[src/core/tcmp_cfg.svh]
// register offsets, field positions and reset values of the triple comparator block
// assumes a 32-bit apb slave with one register per aligned word
`ifndef TCMP_CFG_SVH
`define TCMP_CFG_SVH

// ----------------------------------------
// offsets
// ----------------------------------------
`define TCMP_OFS_CH1        12'h000
`define TCMP_OFS_CH2        12'h004
`define TCMP_OFS_CH3        12'h008
`define TCMP_OFS_STAT       12'h00C
`define TCMP_OFS_LADDER     12'h010

// ----------------------------------------
// channel control fields
// ----------------------------------------
`define TCMP_CH_ON          15
`define TCMP_CH_PIN         14
`define TCMP_CH_INV         13
`define TCMP_CH_EVT         9
`define TCMP_CH_RES         8
`define TCMP_CH_EDGE_HI     7
`define TCMP_CH_EDGE_LO     6
`define TCMP_CH_POS         4
`define TCMP_CH_NEG_HI      1
`define TCMP_CH_NEG_LO      0
`define TCMP_CH_WMASK       16'hE0D3

// ----------------------------------------
// status and ladder fields
// ----------------------------------------
`define TCMP_ST_IDLE        15
`define TCMP_ST_EVT_LO      8
`define TCMP_ST_RES_LO      0
`define TCMP_LD_POWER       7
`define TCMP_LD_PIN         6
`define TCMP_LD_RANGE       5
`define TCMP_LD_SOURCE      4
`define TCMP_LD_WMASK       16'h00FF

// ----------------------------------------
// reset values
// ----------------------------------------
`define TCMP_RST_CH         16'h0000
`define TCMP_RST_LADDER     8'h00
`define TCMP_RST_IDLE       1'b0

`endif

[src/core/tcmp_pkg.sv]
// types shared by the triple comparator block
// assumes tcmp_cfg.svh for the numbers
package tcmp_pkg;
   typedef enum logic [1:0] {TCMP_EV_OFF, TCMP_EV_RISE, TCMP_EV_FALL, TCMP_EV_ANY} tcmp_edge_t;
   typedef enum logic [1:0] {TCMP_NEG_B, TCMP_NEG_C, TCMP_NEG_D, TCMP_NEG_HALF_BG} tcmp_neg_t;
endpackage

[src/core/tcmp_sync.sv]
// two-flop synchroniser for one level from the analog side
// assumes a free-running clk_in
`timescale 1ns/1ps
`default_nettype none
module tcmp_sync
(
   // clock and reset
   input  wire logic clk_in,
   input  wire logic rst_in,
   // level
   input  wire logic d_in,
   output logic      q_out
);
   typedef struct packed
   {
      logic first;
      logic second;
   } tcmp_sync_state_t;

   tcmp_sync_state_t st;
   tcmp_sync_state_t next_st;

   always_comb
   begin
      next_st.first = d_in;
      next_st.second = st.first;
   end

   always_ff @(posedge clk_in)
   begin
      if (rst_in)
         st <= '0;
      else
         st <= next_st;
   end

   assign q_out = st.second;
endmodule
`default_nettype wire

[src/core/tcmp_channel.sv]
// one comparator channel: input synchronisation, polarity, pin drive and event latch
// assumes the raw analog result arrives unsynchronised on raw_in
`timescale 1ns/1ps
`default_nettype none
module tcmp_channel
   import tcmp_pkg::*;
(
   // clock and reset
   input  wire logic       clk_in,
   input  wire logic       rst_in,
   // configuration
   input  wire logic       on_in,
   input  wire logic       invert_in,
   input  wire logic       pin_en_in,
   input  wire logic [1:0] edge_sel_in,
   input  wire logic       flag_clear_in,
   // analog core
   input  wire logic       raw_in,
   // results
   output logic            result_out,
   output logic            pin_out,
   output logic            pin_oe_out,
   output logic            flag_out,
   output logic            trig_out
);
   typedef struct packed
   {
      logic result;
      logic flag;
      logic trig;
   } tcmp_ch_state_t;

   tcmp_ch_state_t st;
   tcmp_ch_state_t next_st;
   logic           raw_sync;
   logic           adj;
   logic           hit;

   tcmp_sync u_sync
   (
      .clk_in (clk_in),
      .rst_in (rst_in),
      .d_in   (raw_in),
      .q_out  (raw_sync)
   );

   assign adj = on_in & (raw_sync ^ invert_in);

   always_comb
   begin
      case (tcmp_edge_t'(edge_sel_in))
         TCMP_EV_RISE: hit = adj & ~st.result;
         TCMP_EV_FALL: hit = ~adj & st.result;
         TCMP_EV_ANY:  hit = adj ^ st.result;
         default:      hit = 1'b0;
      endcase
      next_st.result = adj;
      next_st.trig = hit & on_in & ~st.flag;
      // set wins over a clear in the same cycle
      next_st.flag = (st.flag & ~flag_clear_in) | (hit & on_in);
   end

   always_ff @(posedge clk_in)
   begin
      if (rst_in)
         st <= '0;
      else
         st <= next_st;
   end

   // pin path stays unsynchronised on purpose
   assign pin_out    = on_in & (raw_in ^ invert_in);
   assign pin_oe_out = on_in & pin_en_in;
   assign result_out = st.result;
   assign flag_out   = st.flag;
   assign trig_out   = st.trig;
endmodule
`default_nettype wire

[src/core/tcmp_top.sv]
// triple comparator and reference ladder control behind an apb slave
// assumes analog cores sample the select outputs and return raw results
`timescale 1ns/1ps
`default_nettype none
`include "tcmp_cfg.svh"

// How it works
// - three channels, each with own identical register
// - pin enable drives raw result to pin
// - bit 13 inverts result, pin and events
// - bit 4 picks ladder or pin A
// - bits 1-0 pick B, C, D, half bandgap
// - idle-stop bit blocks interrupts in idle
// - status bits 10-8 mirror event flags
// - status bits 2-0 mirror result bits
// - ladder has two ranges, sixteen levels
// - bit 5 picks ladder range
// - bit 4 picks ladder supply source
// - bit 6 connects ladder to pin while bit 7 powers it
// - range one: code over 24 of span
// - range zero: quarter plus code over 32
// - unimplemented bits read zero, ignore writes
module tcmp_top
   import tcmp_pkg::*;
(
   // clock and reset
   input  wire logic        clk_in,
   input  wire logic        rst_in,
   // apb
   input  wire logic        psel_in,
   input  wire logic        penable_in,
   input  wire logic        pwrite_in,
   input  wire logic [11:0] paddr_in,
   input  wire logic [31:0] pwdata_in,
   input  wire logic [3:0]  pstrb_in,
   output logic [31:0]      prdata_out,
   output logic             pready_out,
   output logic             pslverr_out,
   // device state
   input  wire logic        idle_mode_in,
   // analog comparator cores
   input  wire logic [2:0]  raw_result_in,
   output logic [2:0]       positive_input_select_out,
   output logic [5:0]       negative_input_select_out,
   // channel pins
   output logic [2:0]       channel_output_pin_out,
   output logic [2:0]       channel_output_pin_oe_out,
   // events
   output logic [2:0]       trigger_out,
   output logic             interrupt_out,
   // reference ladder
   output logic             ladder_power_on_out,
   output logic             ladder_pin_output_out,
   output logic             ladder_range_select_out,
   output logic             ladder_source_select_out,
   output logic [3:0]       ladder_level_code_out,
   output logic [5:0]       ladder_level_num_out,
   output logic [5:0]       ladder_level_den_out
);
   typedef struct packed
   {
      logic [2:0][15:0] ch;
      logic             idle_stop;
      logic [7:0]       ladder;
      logic [31:0]      rdata;
      logic             irq;
   } tcmp_state_t;

   tcmp_state_t st;
   tcmp_state_t next_st;
   logic [2:0]  result;
   logic [2:0]  flag;
   logic [2:0]  trig;
   logic [2:0]  clr;
   logic        wr;
   logic        rd;
   logic        mapped;
   logic [15:0] wdata;

   // ----------------------------------------
   // helpers
   // ----------------------------------------
   function automatic logic [15:0] merge16(input logic [15:0] old, input logic [15:0] nw,
                                           input logic [3:0] strb, input logic [15:0] mask);
      logic [15:0] lanes;
      lanes = {{8{strb[1]}}, {8{strb[0]}}} & mask;
      merge16 = (old & ~lanes) | (nw & lanes);
   endfunction

   function automatic logic [15:0] chan_view(input logic [15:0] c, input logic r,
                                             input logic f);
      chan_view = c & `TCMP_CH_WMASK;
      chan_view[`TCMP_CH_EVT] = f;
      chan_view[`TCMP_CH_RES] = r;
   endfunction

   // ----------------------------------------
   // bus decode
   // ----------------------------------------
   assign wr     = psel_in & penable_in & pwrite_in;
   assign rd     = psel_in & ~penable_in & ~pwrite_in;
   assign wdata  = pwdata_in[15:0];
   assign mapped = (paddr_in == `TCMP_OFS_CH1) || (paddr_in == `TCMP_OFS_CH2) ||
                   (paddr_in == `TCMP_OFS_CH3) || (paddr_in == `TCMP_OFS_STAT) ||
                   (paddr_in == `TCMP_OFS_LADDER);

   // writing zero to an event flag clears it; writing one has no effect
   always_comb
   begin
      clr[0] = wr & (paddr_in == `TCMP_OFS_CH1) & pstrb_in[1] & ~wdata[`TCMP_CH_EVT];
      clr[1] = wr & (paddr_in == `TCMP_OFS_CH2) & pstrb_in[1] & ~wdata[`TCMP_CH_EVT];
      clr[2] = wr & (paddr_in == `TCMP_OFS_CH3) & pstrb_in[1] & ~wdata[`TCMP_CH_EVT];
   end

   // ----------------------------------------
   // channels
   // ----------------------------------------
   genvar gi;
   generate
      for (gi = 0; gi < 3; gi = gi + 1)
      begin : g_ch
         tcmp_channel u_ch
         (
            .clk_in        (clk_in),
            .rst_in        (rst_in),
            .on_in         (st.ch[gi][`TCMP_CH_ON]),
            .invert_in     (st.ch[gi][`TCMP_CH_INV]),
            .pin_en_in     (st.ch[gi][`TCMP_CH_PIN]),
            .edge_sel_in   (st.ch[gi][`TCMP_CH_EDGE_HI:`TCMP_CH_EDGE_LO]),
            .flag_clear_in (clr[gi]),
            .raw_in        (raw_result_in[gi]),
            .result_out    (result[gi]),
            .pin_out       (channel_output_pin_out[gi]),
            .pin_oe_out    (channel_output_pin_oe_out[gi]),
            .flag_out      (flag[gi]),
            .trig_out      (trig[gi])
         );
         assign positive_input_select_out[gi] = st.ch[gi][`TCMP_CH_POS];
         assign negative_input_select_out[2*gi+1:2*gi] =
            st.ch[gi][`TCMP_CH_NEG_HI:`TCMP_CH_NEG_LO];
      end
   endgenerate

   // ----------------------------------------
   // register file
   // ----------------------------------------
   always_comb
   begin
      next_st = st;
      if (wr)
      begin
         case (paddr_in)
            `TCMP_OFS_CH1:
               next_st.ch[0] = merge16(st.ch[0], wdata, pstrb_in, `TCMP_CH_WMASK);
            `TCMP_OFS_CH2:
               next_st.ch[1] = merge16(st.ch[1], wdata, pstrb_in, `TCMP_CH_WMASK);
            `TCMP_OFS_CH3:
               next_st.ch[2] = merge16(st.ch[2], wdata, pstrb_in, `TCMP_CH_WMASK);
            `TCMP_OFS_STAT:
               if (pstrb_in[1])
                  next_st.idle_stop = wdata[`TCMP_ST_IDLE];
            `TCMP_OFS_LADDER:
               if (pstrb_in[0])
                  next_st.ladder = wdata[7:0];
            default:
               next_st.ch = st.ch;
         endcase
      end
      next_st.rdata = 32'h0000_0000;
      if (rd)
      begin
         case (paddr_in)
            `TCMP_OFS_CH1:
               next_st.rdata[15:0] = chan_view(st.ch[0], result[0], flag[0]);
            `TCMP_OFS_CH2:
               next_st.rdata[15:0] = chan_view(st.ch[1], result[1], flag[1]);
            `TCMP_OFS_CH3:
               next_st.rdata[15:0] = chan_view(st.ch[2], result[2], flag[2]);
            `TCMP_OFS_STAT:
            begin
               next_st.rdata[`TCMP_ST_IDLE] = st.idle_stop;
               next_st.rdata[`TCMP_ST_EVT_LO+2:`TCMP_ST_EVT_LO] = flag;
               next_st.rdata[`TCMP_ST_RES_LO+2:`TCMP_ST_RES_LO] = result;
            end
            `TCMP_OFS_LADDER:
               next_st.rdata[7:0] = st.ladder;
            default:
               next_st.rdata = 32'h0000_0000;
         endcase
      end
      // interrupts gated in idle when asked, comparators keep running
      next_st.irq = (|trig) & ~(st.idle_stop & idle_mode_in);
   end

   always_ff @(posedge clk_in)
   begin
      if (rst_in)
      begin
         st           <= '0;
         st.ch        <= {3{`TCMP_RST_CH}};
         st.ladder    <= `TCMP_RST_LADDER;
         st.idle_stop <= `TCMP_RST_IDLE;
      end
      else
         st <= next_st;
   end

   // ----------------------------------------
   // outputs
   // ----------------------------------------
   assign prdata_out    = st.rdata;
   assign pready_out    = psel_in & penable_in;
   assign pslverr_out   = psel_in & penable_in & ~mapped;
   assign trigger_out   = trig;
   assign interrupt_out = st.irq;

   // ladder: the analog divider is told num/den of the span to output
   assign ladder_power_on_out      = st.ladder[`TCMP_LD_POWER];
   assign ladder_pin_output_out    = st.ladder[`TCMP_LD_PIN] & st.ladder[`TCMP_LD_POWER];
   assign ladder_range_select_out  = st.ladder[`TCMP_LD_RANGE];
   assign ladder_source_select_out = st.ladder[`TCMP_LD_SOURCE];
   assign ladder_level_code_out    = st.ladder[3:0];
   // range one: code/24; range zero: (8 + code)/32
   assign ladder_level_num_out = st.ladder[`TCMP_LD_RANGE] ?
                                 {2'b00, st.ladder[3:0]} :
                                 6'h08 + {2'b00, st.ladder[3:0]};
   assign ladder_level_den_out = st.ladder[`TCMP_LD_RANGE] ? 6'h18 : 6'h20;
endmodule
`default_nettype wire

[config.mk]
export PLATFORM = sky130hd
export DESIGN_NAME = tcmp_top
export DESIGN_NICKNAME = d
export VERILOG_FILES = /design/src/core/tcmp_pkg.sv /design/src/core/tcmp_sync.sv /design/src/core/tcmp_channel.sv /design/src/core/tcmp_top.sv
export VERILOG_INCLUDE_DIRS = /design/src /design/src/core
export SDC_FILE = /design/constraint.sdc
export NUM_CORES = 1
export LEC_CHECK = 0
export BUFFER_PORTS_ARGS = -buffer_cell sky130_fd_sc_hd__buf_2
export CORE_MARGIN = 5
export CORE_UTILIZATION = 44
export CTS_BUF_LIST = sky130_fd_sc_hd__clkbuf_4 sky130_fd_sc_hd__clkbuf_8 sky130_fd_sc_hd__clkbuf_16
export CTS_CLUSTER_DIAMETER = 40
export DETAILED_ROUTE_END_ITERATION = 16
export PLACE_DENSITY = 0.74
export RECOVER_POWER = 100
export SLEW_MARGIN = 20
export SYNTH_ARGS = -nofsm -noshare
export SYNTH_HDL_FRONTEND = slang
export SYNTH_SLANG_ARGS = --single-unit
export TNS_END_PERCENT = 100
[constraint.sdc]
create_clock -name clk_in -period 1.53 [get_ports clk_in]
set_clock_uncertainty 0.2 [all_clocks]
set_input_delay 0.0765 -clock clk_in [delete_from_list [all_inputs] [get_ports clk_in]]
set_output_delay 0.0765 -clock clk_in [all_outputs]
set_load 0.02 [all_outputs]
**Word-level counts from Yosys, hierarchy flattened**

Index checks and enable logic that the tools add are counted.

- Flip-flop bits (word level): 105
- Latch bits: 0
- Bits in writable memories: 0
- ROM bits: 0
- Input port bits: 57
- Output and inout port bits: 73
- Word-level logic and storage cells: 138
- Memories kept: 0

- Add/sub/neg operators: 1
- $mul: 0
- Divide/modulo/power cells: 0
- Magnitude comparators: 0
- Equality and inequality tests: 13
- Shift operators: 0
- Multiplexer cells: 10
- Bitwise logic cells: 79
- Reductions and logical operators: 12

Operator list:

| kind | number |
|---|---|
| 16-bit AND | 4 |
| 16-bit OR | 3 |
| 1-bit AND | 41 |
| 12-bit by 4-bit == test with 1-bit output, second input constant | 2 |
| 5-bit case mux with 4 select lines | 1 |
| 1-bit NOT | 18 |
| 16-bit NOT | 1 |
| 3-bit case mux with 5 select lines | 1 |
| 12-bit by 3-bit == test with 1-bit output, second input constant | 1 |
| 12-bit by 5-bit == test with 1-bit output, second input constant | 1 |
| 2-bit == test, second input constant | 6 |
| 12-bit zero test | 1 |
| 3-bit case mux with 4 select lines | 1 |
| 4-bit case mux with 3 select lines | 1 |
| 1-bit case mux with 3 select lines | 3 |
| 1-bit XOR | 9 |
| 2-bit by 1-bit == test with 1-bit output, second input constant | 3 |
| 6-bit 2-to-1 mux | 1 |
| 2-bit AND reduction | 3 |
| 3-bit AND reduction | 2 |
| 4-bit by 4-bit adder with 5-bit output, first input constant | 1 |
| 5-bit 2-to-1 mux | 1 |
| 1-bit logical OR | 4 |
| 1-bit case mux with 4 select lines | 1 |
| 3 further kinds | 5 |

**Longest topological paths before layout**

Gate-level depths: netlist of the first run.

- Word-level depth: 8
- Mapped depth: 8
- Depth with buffers taken out: 8

**Modules after synthesis**

Synthesis of the first run repeated with hierarchy kept, for this count alone.

- Cell total of the unflattened synthesis: 376
- Area total of the unflattened synthesis: 3393.3 sq um

By module, submodules not included:

| module | instances | cells each | area an instance (sq um) | seq. area each (sq um) |
|---|---|---|---|---|
| tcmp_top | 1 | 292 | 2605.0 | 960.9 |
| tcmp_channel | 3 | 24 | 210.2 | 60.1 |
| tcmp_sync | 3 | 4 | 52.6 | 40.0 |

**Worst setup path before layout of the first run**

Ideal clock, no wire load.

- Kind: register -> register
- Start point: register (tool-made name)
- End point: register g_ch[2].u_ch.st (netlist bit g_ch[2].u_ch.trig_out)
- Library setup time: 64 ps
- Arrival time: 1400 ps
- Required time: 1266 ps
- Slack: -134 ps
- Stages on the path, launching flop included: 8
- Path buffers: 0
- Period minus slack after synthesis: 1664 ps
- Path through: dfxtp_1 -> xor2_1 -> nand2_1 -> ha_1 -> nor2b_1 -> o21ai_0 -> a211o_1 -> nor2_1

RTL lines:

| what | line | source |
|---|---|---|
| to (signal assigned) | tcmp_channel.sv:68 | `st <= next_st;` |
| to (decl) | tcmp_channel.sv:33 | `tcmp_ch_state_t st;` |

==> results of run 1 <==
worst max-delay path, stage by stage, from the launching register on:
cell	delay, ns
dfxtp_2	0.35
xor2_2	0.17
nand2_1	0.10
ha_1	0.30
nor2b_1	0.12
o21ai_1	0.09
a211o_1	0.28
nor2_1	0.08
final timing paths:
kind | slack (ns) | from | end
hold / removal | 0.02 | paddr_in[4] | prdata_out[1]
setup reg to reg | -0.19 | register | g_ch[2].u_ch.trig_out
setup / recovery | -0.19 | register | g_ch[2].u_ch.trig_out
hold reg to reg | 0.24 | g_ch[0].u_ch.u_sync.next_st[0] | g_ch[0].u_ch.u_sync.q_out
where the power goes:
group / switching [W] / leakage (nW) / internal, W / total (W)
registers: 0.00000261 / 0.511 / 0.00165 / 0.00165
clock network: 0.000656 / 0.112 / 0.00100 / 0.00166
logic: 0.000168 / 1.31 / 0.000118 / 0.000286
stage by stage:
stage / util / setup TNS (ns) / total power (W) / hold slack [ns]
after floorplan: - / -0.158 / 0.00186 / -0.0197
after global placement: 0.506 / -1.48 / 0.00193 / 0.0741
after detailed placement: 0.506 / -2.98 / 0.00194 / 0.0786
after CTS: 0.564 / -0.782 / 0.00363 / 0.000381
after global routing: 0.556 / -1.44 / 0.00372 / 0.0647
final: 0.556 / -0.646 / 0.00359 / 0.0187
layout make-up:
type	instances	area, um2
Fill cell	696	3270
Inverter	10	37.5
Multi-Input combinational cell	232	1610
Timing Repair Buffer	139	830
Sequential cell	63	1270
Clock inverter	5	80.1
Tap cell	99	124
Clock buffer	11	151
logic make-up after synthesis:
family / share of synthesized area
AO/OA/AOI/OAI: 0.0643
other: 0.00111
XOR/XNOR: 0.0156
adder cells (fa/ha/maj): 0.0260
multiplexers: 0.134
flip-flops: 0.375
buffers and inverters: 0.170
AND/OR/NAND/NOR: 0.214
layer usage:
layer | GRT usage | vias up | part of all wire
met2 | 0.297 | 102 | 0.50
met4 | 0.0820 | 0 | 0.025
met1 | 0.212 | 1275 | 0.40
met3 | 0.0424 | 19 | 0.075
met5 | 0 | - | 0
li1 | - | 1322 | -
synthesized netlist by cell type, types with 3 or more instances:
| library cell | n |
|---|---|
| clkbuf_1 | 7 |
| inv_1 | 10 |
| nor2b_1 | 14 |
| nand3_1 | 5 |
| a22o_1 | 3 |
| a21oi_1 | 6 |
| nand2b_1 | 4 |
| ha_1 | 7 |
| and2_1 | 9 |
| nor3_1 | 3 |
| nor4b_1 | 3 |
| mux2_2 | 4 |
| o21ai_0 | 6 |
| xor2_1 | 5 |
| nor2_1 | 46 |
| buf_4 | 65 |
| mux2i_1 | 36 |
| nand2_1 | 17 |
| nand4_2 | 5 |
| nand4_1 | 3 |
| dfxtp_1 | 63 |
| o2bb2ai_1 | 3 |
what timing repair did:
item | in CTS | in global routing
endpoints found under the hold margin | 40 | 0
setup buffers | 2 | 3
gates resized for setup | 10 | 9
pin swaps | 7 | 15
hold buffers | 16 | 0
setup endpoints to repair | 9 | 9
==> metrics.txt, run 1 <==
status finished, violations left; failing checks negative setup slack; setup slack after layout -0.195 ns; Post-route DRC 0; post-synthesis cell type count 48; root buffer cell clkbuf_8; Final nets 519; Yosys warnings 0; worst slew pin tran 0.525 ns; Worst slew margin 0.645; area grow syn2layout 21.8%; I/O Pins 130; ys flop type dfxtp_1; maximum buffer depth of the clock tree 2; CORE AREA 7370 um2; EDFF count, synth 0; Critical Path RT 1.62 ns; Syn Area/Cell 9.38 um2; First-pass DRT Iterations 4; most frequent cells in the layout dfxtp_1, clkbuf_1, nor2_1; asr flop ratio synth 0; die height 97.5 um; vias in the first global route 2722; post-route cell area 4100 um2; critical path peak fanout 2; top achievable clock speed 580 MHz; FF+latch count, synth 63; Worst Setup Path Type reg -> reg; RSZ-0062 raised after global routing yes; initial antenna violation count 0; share of cells above drive strength 1 0.259; routability-driven placement congestion ratio 0.863; # rows 31; largest area contributor in the netlist dfxtp_1; first-pass GRT wire length 13.6 mm; Die Span X 97.5 um; dpl hpwl 6.34 mm; final setup fails 6; MaxCap Viol Count 0; Final Max Slew Viols 0; clock latency on the worst-skew pair 0.34 ns; IO buf count 85; 1st-iter DRT viols 172; Vias 2718; VDD IR max 0.340 mV; Hold Vio Cnt, Final 0; pwr dens 877 nW/um2; die area 9500 um2; largest net degree at the start of global routing 24; pre-CTS setup slack -0.201 ns; ranking of synthesized cells by area dfxtp_1, buf_4, mux2i_1, nor2_1, ha_1; Initial Util 0.457; TritonCTS clock tree built; clk sinks 63; startpoint types register; CTS Buf Count 9; grt total ovfl 0; vias per inst 4.86; Post-Syn Area 3370 um2; fin crit share 1.13; most common library cell in the layout ignoring fill and taps dfxtp_1; top cell type's share of synthesized area 0.375; Syn Inst Count 359; Tot GR Track Use 0.177; Final Critical Period 1.72 ns; dpl cells 523; DP Area 3730 um2; CP endpoint kind register; Post-DRT Antenna Nets 0; Post-Route WL 8.47 mm; post-synthesis sequential area ratio 0.375; Critical Path AT 1.81 ns; Worst Hold Depth 5; final non-filler cell total 559; Hold WC Path Type in -> reg; Inserted Diodes 0; H-tree depth 3; Reg2Reg Depth 7; cell leakage power 1.93 nW; clock-pin slew on the worst setup and hold paths 0.07 ns; Wirelength per Cell 15.1 um
Power figures use the tool's default switching activity.
==> run 2: changes to the inputs <==
--- a/config.mk
+++ b/config.mk
@@ -16,2 +16,3 @@
 export RECOVER_POWER = 100
+export SKIP_CTS_REPAIR_TIMING = 1
 export SLEW_MARGIN = 20
--- a/constraint.sdc
+++ b/constraint.sdc
@@ -4,2 +4,2 @@
 set_output_delay 0.0765 -clock clk_in [all_outputs]
-set_load 0.02 [all_outputs]
+set_load 0.1 [all_outputs]
==> metrics.txt, run 2 (same netlist as run 1, synthesis figures left out) <==
top achievable clock speed 588 MHz (was 580 MHz); IO buf count 85 (unchanged); Post-route DRC 0 (unchanged); I/O Pins 130 (unchanged); Pwr Total 0.00374 W (was 0.00359 W); dpl cells 516 (was 523); largest net degree at the start of global routing 24 (unchanged); multi-input logic area 1710 um2 (was 1610 um2); critical path peak fanout 2 (unchanged); CORE AREA 7370 um2 (unchanged); Final nets 519 (unchanged); share of cells above drive strength 1 0.400 (was 0.259); clk sinks 63 (unchanged); routability-driven placement congestion ratio 0.858 (was 0.863); Wirelength per Cell 15.3 um (was 15.1 um); 1st-iter DRT viols 132 (was 172); Post-DRT Antenna Nets 0 (unchanged); dpl hpwl 6.17 mm (was 6.34 mm); RSZ-0062 raised after global routing yes (unchanged); area grow syn2layout 31.4% (was 21.8%); H-tree depth 3 (unchanged); final non-filler cell total 560 (was 559); Critical Path RT 1.60 ns (was 1.62 ns); Fill cells 603 (was 696); vias in the first global route 2604 (was 2722); Hold Vio Cnt, Final 2 (was 0); Hold WC Path Type in -> reg (unchanged); startpoint types register (unchanged); cell leakage power 2.20 nW (was 1.93 nW); Setup TNS Final -0.920 ns (was -0.646 ns); Die Span X 97.5 um (unchanged); die height 97.5 um (unchanged); DRT met1 WL 3.46 mm (was 3.42 mm); reg-to-reg slack, setup -0.17 ns (was -0.19 ns); met2 routed WL 4.32 mm (was 4.20 mm); WHS -0.00608 ns (was 0.0187 ns); root buffer cell clkbuf_8 (unchanged); vias per inst 4.99 (was 4.86); Sequential Area 1270 um2 (about the same); status finished, violations left (unchanged); most common library cell in the layout ignoring fill and taps buf_2 (was dfxtp_1); met3 wire len 538 um (was 636 um); failing checks negative hold slack, negative setup slack (was negative setup slack); worst hold start paddr_in[4] (unchanged); MaxCap Viol Count 0 (unchanged); # rows 31 (unchanged); VDD IR max 0.382 mV (was 0.340 mV); top routing layer used met4 (unchanged); TritonCTS clock tree built (unchanged); pwr dens 845 nW/um2 (was 877 nW/um2); worst slew pin tran 0.546 ns (was 0.525 ns); final core utilization 0.600 (was 0.556); CTS Buf Count 9 (unchanged); Worst Hold Depth 5 (unchanged); First-pass DRT Iterations 4 (unchanged); Final Max Slew Viols 0 (unchanged); first-pass GRT wire length 12.5 mm (was 13.6 mm); die area 9500 um2 (unchanged); FF-to-FF End g_ch[2].u_ch.trig_out (unchanged); Final Critical Period 1.70 ns (was 1.72 ns); clock-pin slew on the worst setup and hold paths 0.07 ns (about the same); most frequent cells in the layout buf_2, dfxtp_1, nor2_1 (was dfxtp_1, clkbuf_1, nor2_1); Post-Route WL 8.55 mm (was 8.47 mm); Initial Util 0.457 (unchanged); Worst slew margin 0.638 (was 0.645); clock latency on the worst-skew pair 0.34 ns (about the same); CP endpoint kind register (unchanged); initial antenna violation count 0 (unchanged); grt total ovfl 0 (unchanged); fin crit share 1.11 (was 1.13); Vias 2795 (was 2718); Worst Setup Path Type reg -> reg (unchanged); setup slack after layout -0.170 ns (was -0.195 ns); Reg2Reg Depth 7 (unchanged); final setup fails 9 (was 6); Critical Path AT 1.77 ns (was 1.81 ns); Tot GR Track Use 0.162 (was 0.177); worst hold path endpoint prdata_out[1] (unchanged); maximum buffer depth of the clock tree 2 (unchanged)
-- run 2: cell count changes in the layout (fill, tap and decap cells not counted), sizes merged --
| cell | change |
|---|---|
| buf | +50 |
| bufinv | -1 |
| inv | -1 |
| clkinvlp | +1 |
| diode | +1 |
| clkbuf | -49 |
-- run 2: area by class of cell --
cell class,count,share of cell area
clock buffers,12,0.0399
well taps,99,0.0280
diodes,1,0.000566
clock inverters,4,0.0113
multi-input cells,232,0.387
repair buffers,139,0.236
inverters,10,0.00934
flip-flops and latches,63,0.288
-- run 2: routing by layer --
metal	vias up	GRT usage
li1	1332	-
met1	1331	0.184
met2	108	0.279
met3	24	0.0531
met4	0	0.0660
met5	-	0
-- run 2: critical path, cell delays in order (launching register included) --
cell	delay, ns
dfxtp_2	0.34
xor2_2	0.18
nand2_2	0.11
inv_1	0.09
ha_1	0.18
nand3b_1	0.10
a211o_1	0.33
nor2_1	0.10
-- run 2: worst max-delay path by stage --
stage | from | to | slack [ns]
6_report | register | g_ch[2].u_ch.trig_out | -0.17
5_1_grt | register | g_ch[2].u_ch.trig_out | -0.24
4_1_cts | register | g_ch[2].u_ch.trig_out | -0.19
3_5_place_dp | register | g_ch[0].u_ch.trig_out | -0.17
3_3_place_gp | register | g_ch[2].u_ch.trig_out | -0.11
2_1_floorplan | ladder_range_select_out | ladder_level_num_out[3] | -0.48
-- run 2: through the flow --
step,area [um2],setup WS [ns]
after floorplan,3480,-0.482
after global placement,3860,-0.111
after detailed placement,3860,-0.170
after CTS,4080,-0.190
after global routing,4420,-0.239
final,4420,-0.170
-- run 2: report_power, final --
| group | internal [W] | switching (W) |
|---|---|---|
| logic | 0.000115 | 0.000375 |
| registers | 0.00164 | 0.00000279 |
| clock network | 0.000937 | 0.000663 |
==> run 3: changes to the inputs <==
CAP_MARGIN = 0   (was default)
CELL_PAD_IN_SITES_DETAIL_PLACEMENT = 2   (was default)
CELL_PAD_IN_SITES_GLOBAL_PLACEMENT = 2   (was default)
CORE_UTILIZATION = 25   (was 44)
PLACE_DENSITY = 0.73   (was 0.74)
==> metrics.txt, run 3 (same netlist as run 1, synthesis figures left out) <==
status finished, violations left (unchanged); failing checks negative setup slack (was negative hold slack, negative setup slack); Initial Util 0.254 (was 0.457); Post-route DRC 0 (unchanged); Final Max Slew Viols 0 (unchanged); first-pass GRT wire length 16.1 mm (was 12.5 mm); 1st-iter DRT viols 84 (was 132); fin crit share 1.16 (was 1.11); cell leakage power 2.24 nW (was 2.20 nW); TritonCTS clock tree built (unchanged); area grow syn2layout 38.2% (was 31.4%); vias in the first global route 2953 (was 2604); post-route cell area 4650 um2 (was 4420 um2); P_int 0.00291 W (was 0.00270 W); Pwr Total 0.00404 W (was 0.00374 W); DP Area 4020 um2 (was 3860 um2); Final Critical Period 1.77 ns (was 1.70 ns); RSZ-0062 raised after global routing yes (unchanged); Worst slew margin 0.633 (was 0.638); Inserted Diodes 0 (was 1); final non-filler cell total 648 (was 560); # rows 42 (was 31); final setup fails 31 (was 9); root buffer cell clkbuf_16 (was clkbuf_8); dpl cells 603 (was 516); worst slew pin tran 0.553 ns (was 0.546 ns); die height 126 um (was 97.5 um); Critical Path AT 1.84 ns (was 1.77 ns); Critical Path RT 1.60 ns (about the same); Wirelength per Cell 17.9 um (was 15.3 um); Fill cells 1480 (was 603); Comb pwr share 0.131 (about the same); WHS 0.00613 ns (was -0.00608 ns); top achievable clock speed 565 MHz (was 588 MHz); clock-pin slew on the worst setup and hold paths 0.05 ns (was 0.07 ns); critical path peak fanout 2 (unchanged); die area 15900 um2 (was 9500 um2); I/O Pins 130 (unchanged); CORE AREA 13200 um2 (was 7370 um2); setup slack after layout -0.239 ns (was -0.170 ns); NetSw 0.00113 W (was 0.00104 W); IO buf count 85 (unchanged); largest net degree at the start of global routing 26 (was 24); Vias 2837 (was 2795); Final nets 534 (was 519); Post-Route WL 11.6 mm (was 8.55 mm); most frequent cells in the layout dfxtp_1, nor2_1, clkbuf_2, buf_4, mux2i_1 (was buf_2, dfxtp_1, nor2_1); H-tree depth 3 (unchanged); grt total ovfl 0 (unchanged); pwr dens 869 nW/um2 (was 845 nW/um2); Die Span X 126 um (was 97.5 um); Sw Share 0.280 (was 0.278); First-pass DRT Iterations 4 (unchanged); Clk network pwr share 0.460 (was 0.428); startpoint types register (unchanged); CTS Buf Count 9 (unchanged); MaxCap Viol Count 0 (unchanged); routability-driven placement congestion ratio 0.793 (was 0.858); clock latency on the worst-skew pair 0.33 ns (was 0.34 ns); vias per inst 4.38 (was 4.99); maximum buffer depth of the clock tree 2 (unchanged); VDD IR max 0.512 mV (was 0.382 mV); Tot GR Track Use 0.128 (was 0.162); Reg power frac 0.409 (was 0.441); Worst Setup Path Type reg -> reg (unchanged); clk sinks 63 (unchanged); Hold Vio Cnt, Final 0 (was 2); Post-DRT Antenna Nets 0 (unchanged); initial antenna violation count 0 (unchanged); Setup TNS Final -2.48 ns (was -0.920 ns); dpl hpwl 8.05 mm (was 6.17 mm); CP endpoint kind register (unchanged); share of cells above drive strength 1 0.396 (was 0.400); Hold WC Path Type in -> reg (unchanged); most common library cell in the layout ignoring fill and taps dfxtp_1 (was buf_2)
run 3: power groups by stage:
stage,logic (W),registers [W],clock network [W]
after floorplan,0.000385,0.00168,0
after global placement,0.000459,0.00168,0
after detailed placement,0.000464,0.00168,0
after CTS,0.000466,0.00165,0.00189
after global routing,0.000556,0.00165,0.00197
final,0.000528,0.00165,0.00186
run 3: routing by layer:
metal,wire length (um),vias to the layer above,share of wire,global-route usage
met1,4750,1412,0.41,0.155
li1,-,1351,-,-
met3,544,9,0.047,0.0343
met2,6140,65,0.53,0.219
met5,0,-,0,0
met4,136,0,0.012,0.0473
run 3: path summary, 6_finish.rpt:
| kind | startpoint | end | slack, ns | depth (start not counted) |
|---|---|---|---|---|
| hold reg to reg | g_ch[0].u_ch.u_sync.next_st[0] | g_ch[0].u_ch.u_sync.q_out | 0.25 | 1 |
| hold / removal | paddr_in[4] | prdata_out[0] | 0.006 | 5 |
| setup reg to reg | register | g_ch[2].u_ch.trig_out | -0.24 | 7 |
| setup / recovery | register | g_ch[2].u_ch.trig_out | -0.24 | 7 |
run 3: cell type report:
type	instances	area, um2	area share
clock buffers	11	246	0.0530
clock inverters	2	10.0	0.00215
inverters	10	41.3	0.00888
multi-input cells	232	1740	0.373
flip-flops and latches	63	1270	0.273
well taps	176	220	0.0473
repair buffers	154	1130	0.242
run 3: stage by stage:
step	setup slack, ns	utilization
after floorplan	-0.482	-
after global placement	-0.166	0.303
after detailed placement	-0.211	0.303
after CTS	-0.210	0.323
after global routing	-0.341	0.351
final	-0.239	0.351
run 3: worst max-delay path: stages (launching register included):
cell	delay (ns)
dfxtp_2	0.33
xor2_1	0.19
nand2_1	0.11
ha_1	0.31
nor2b_1	0.11
o21ai_1	0.08
a211o_1	0.29
nor2_1	0.09
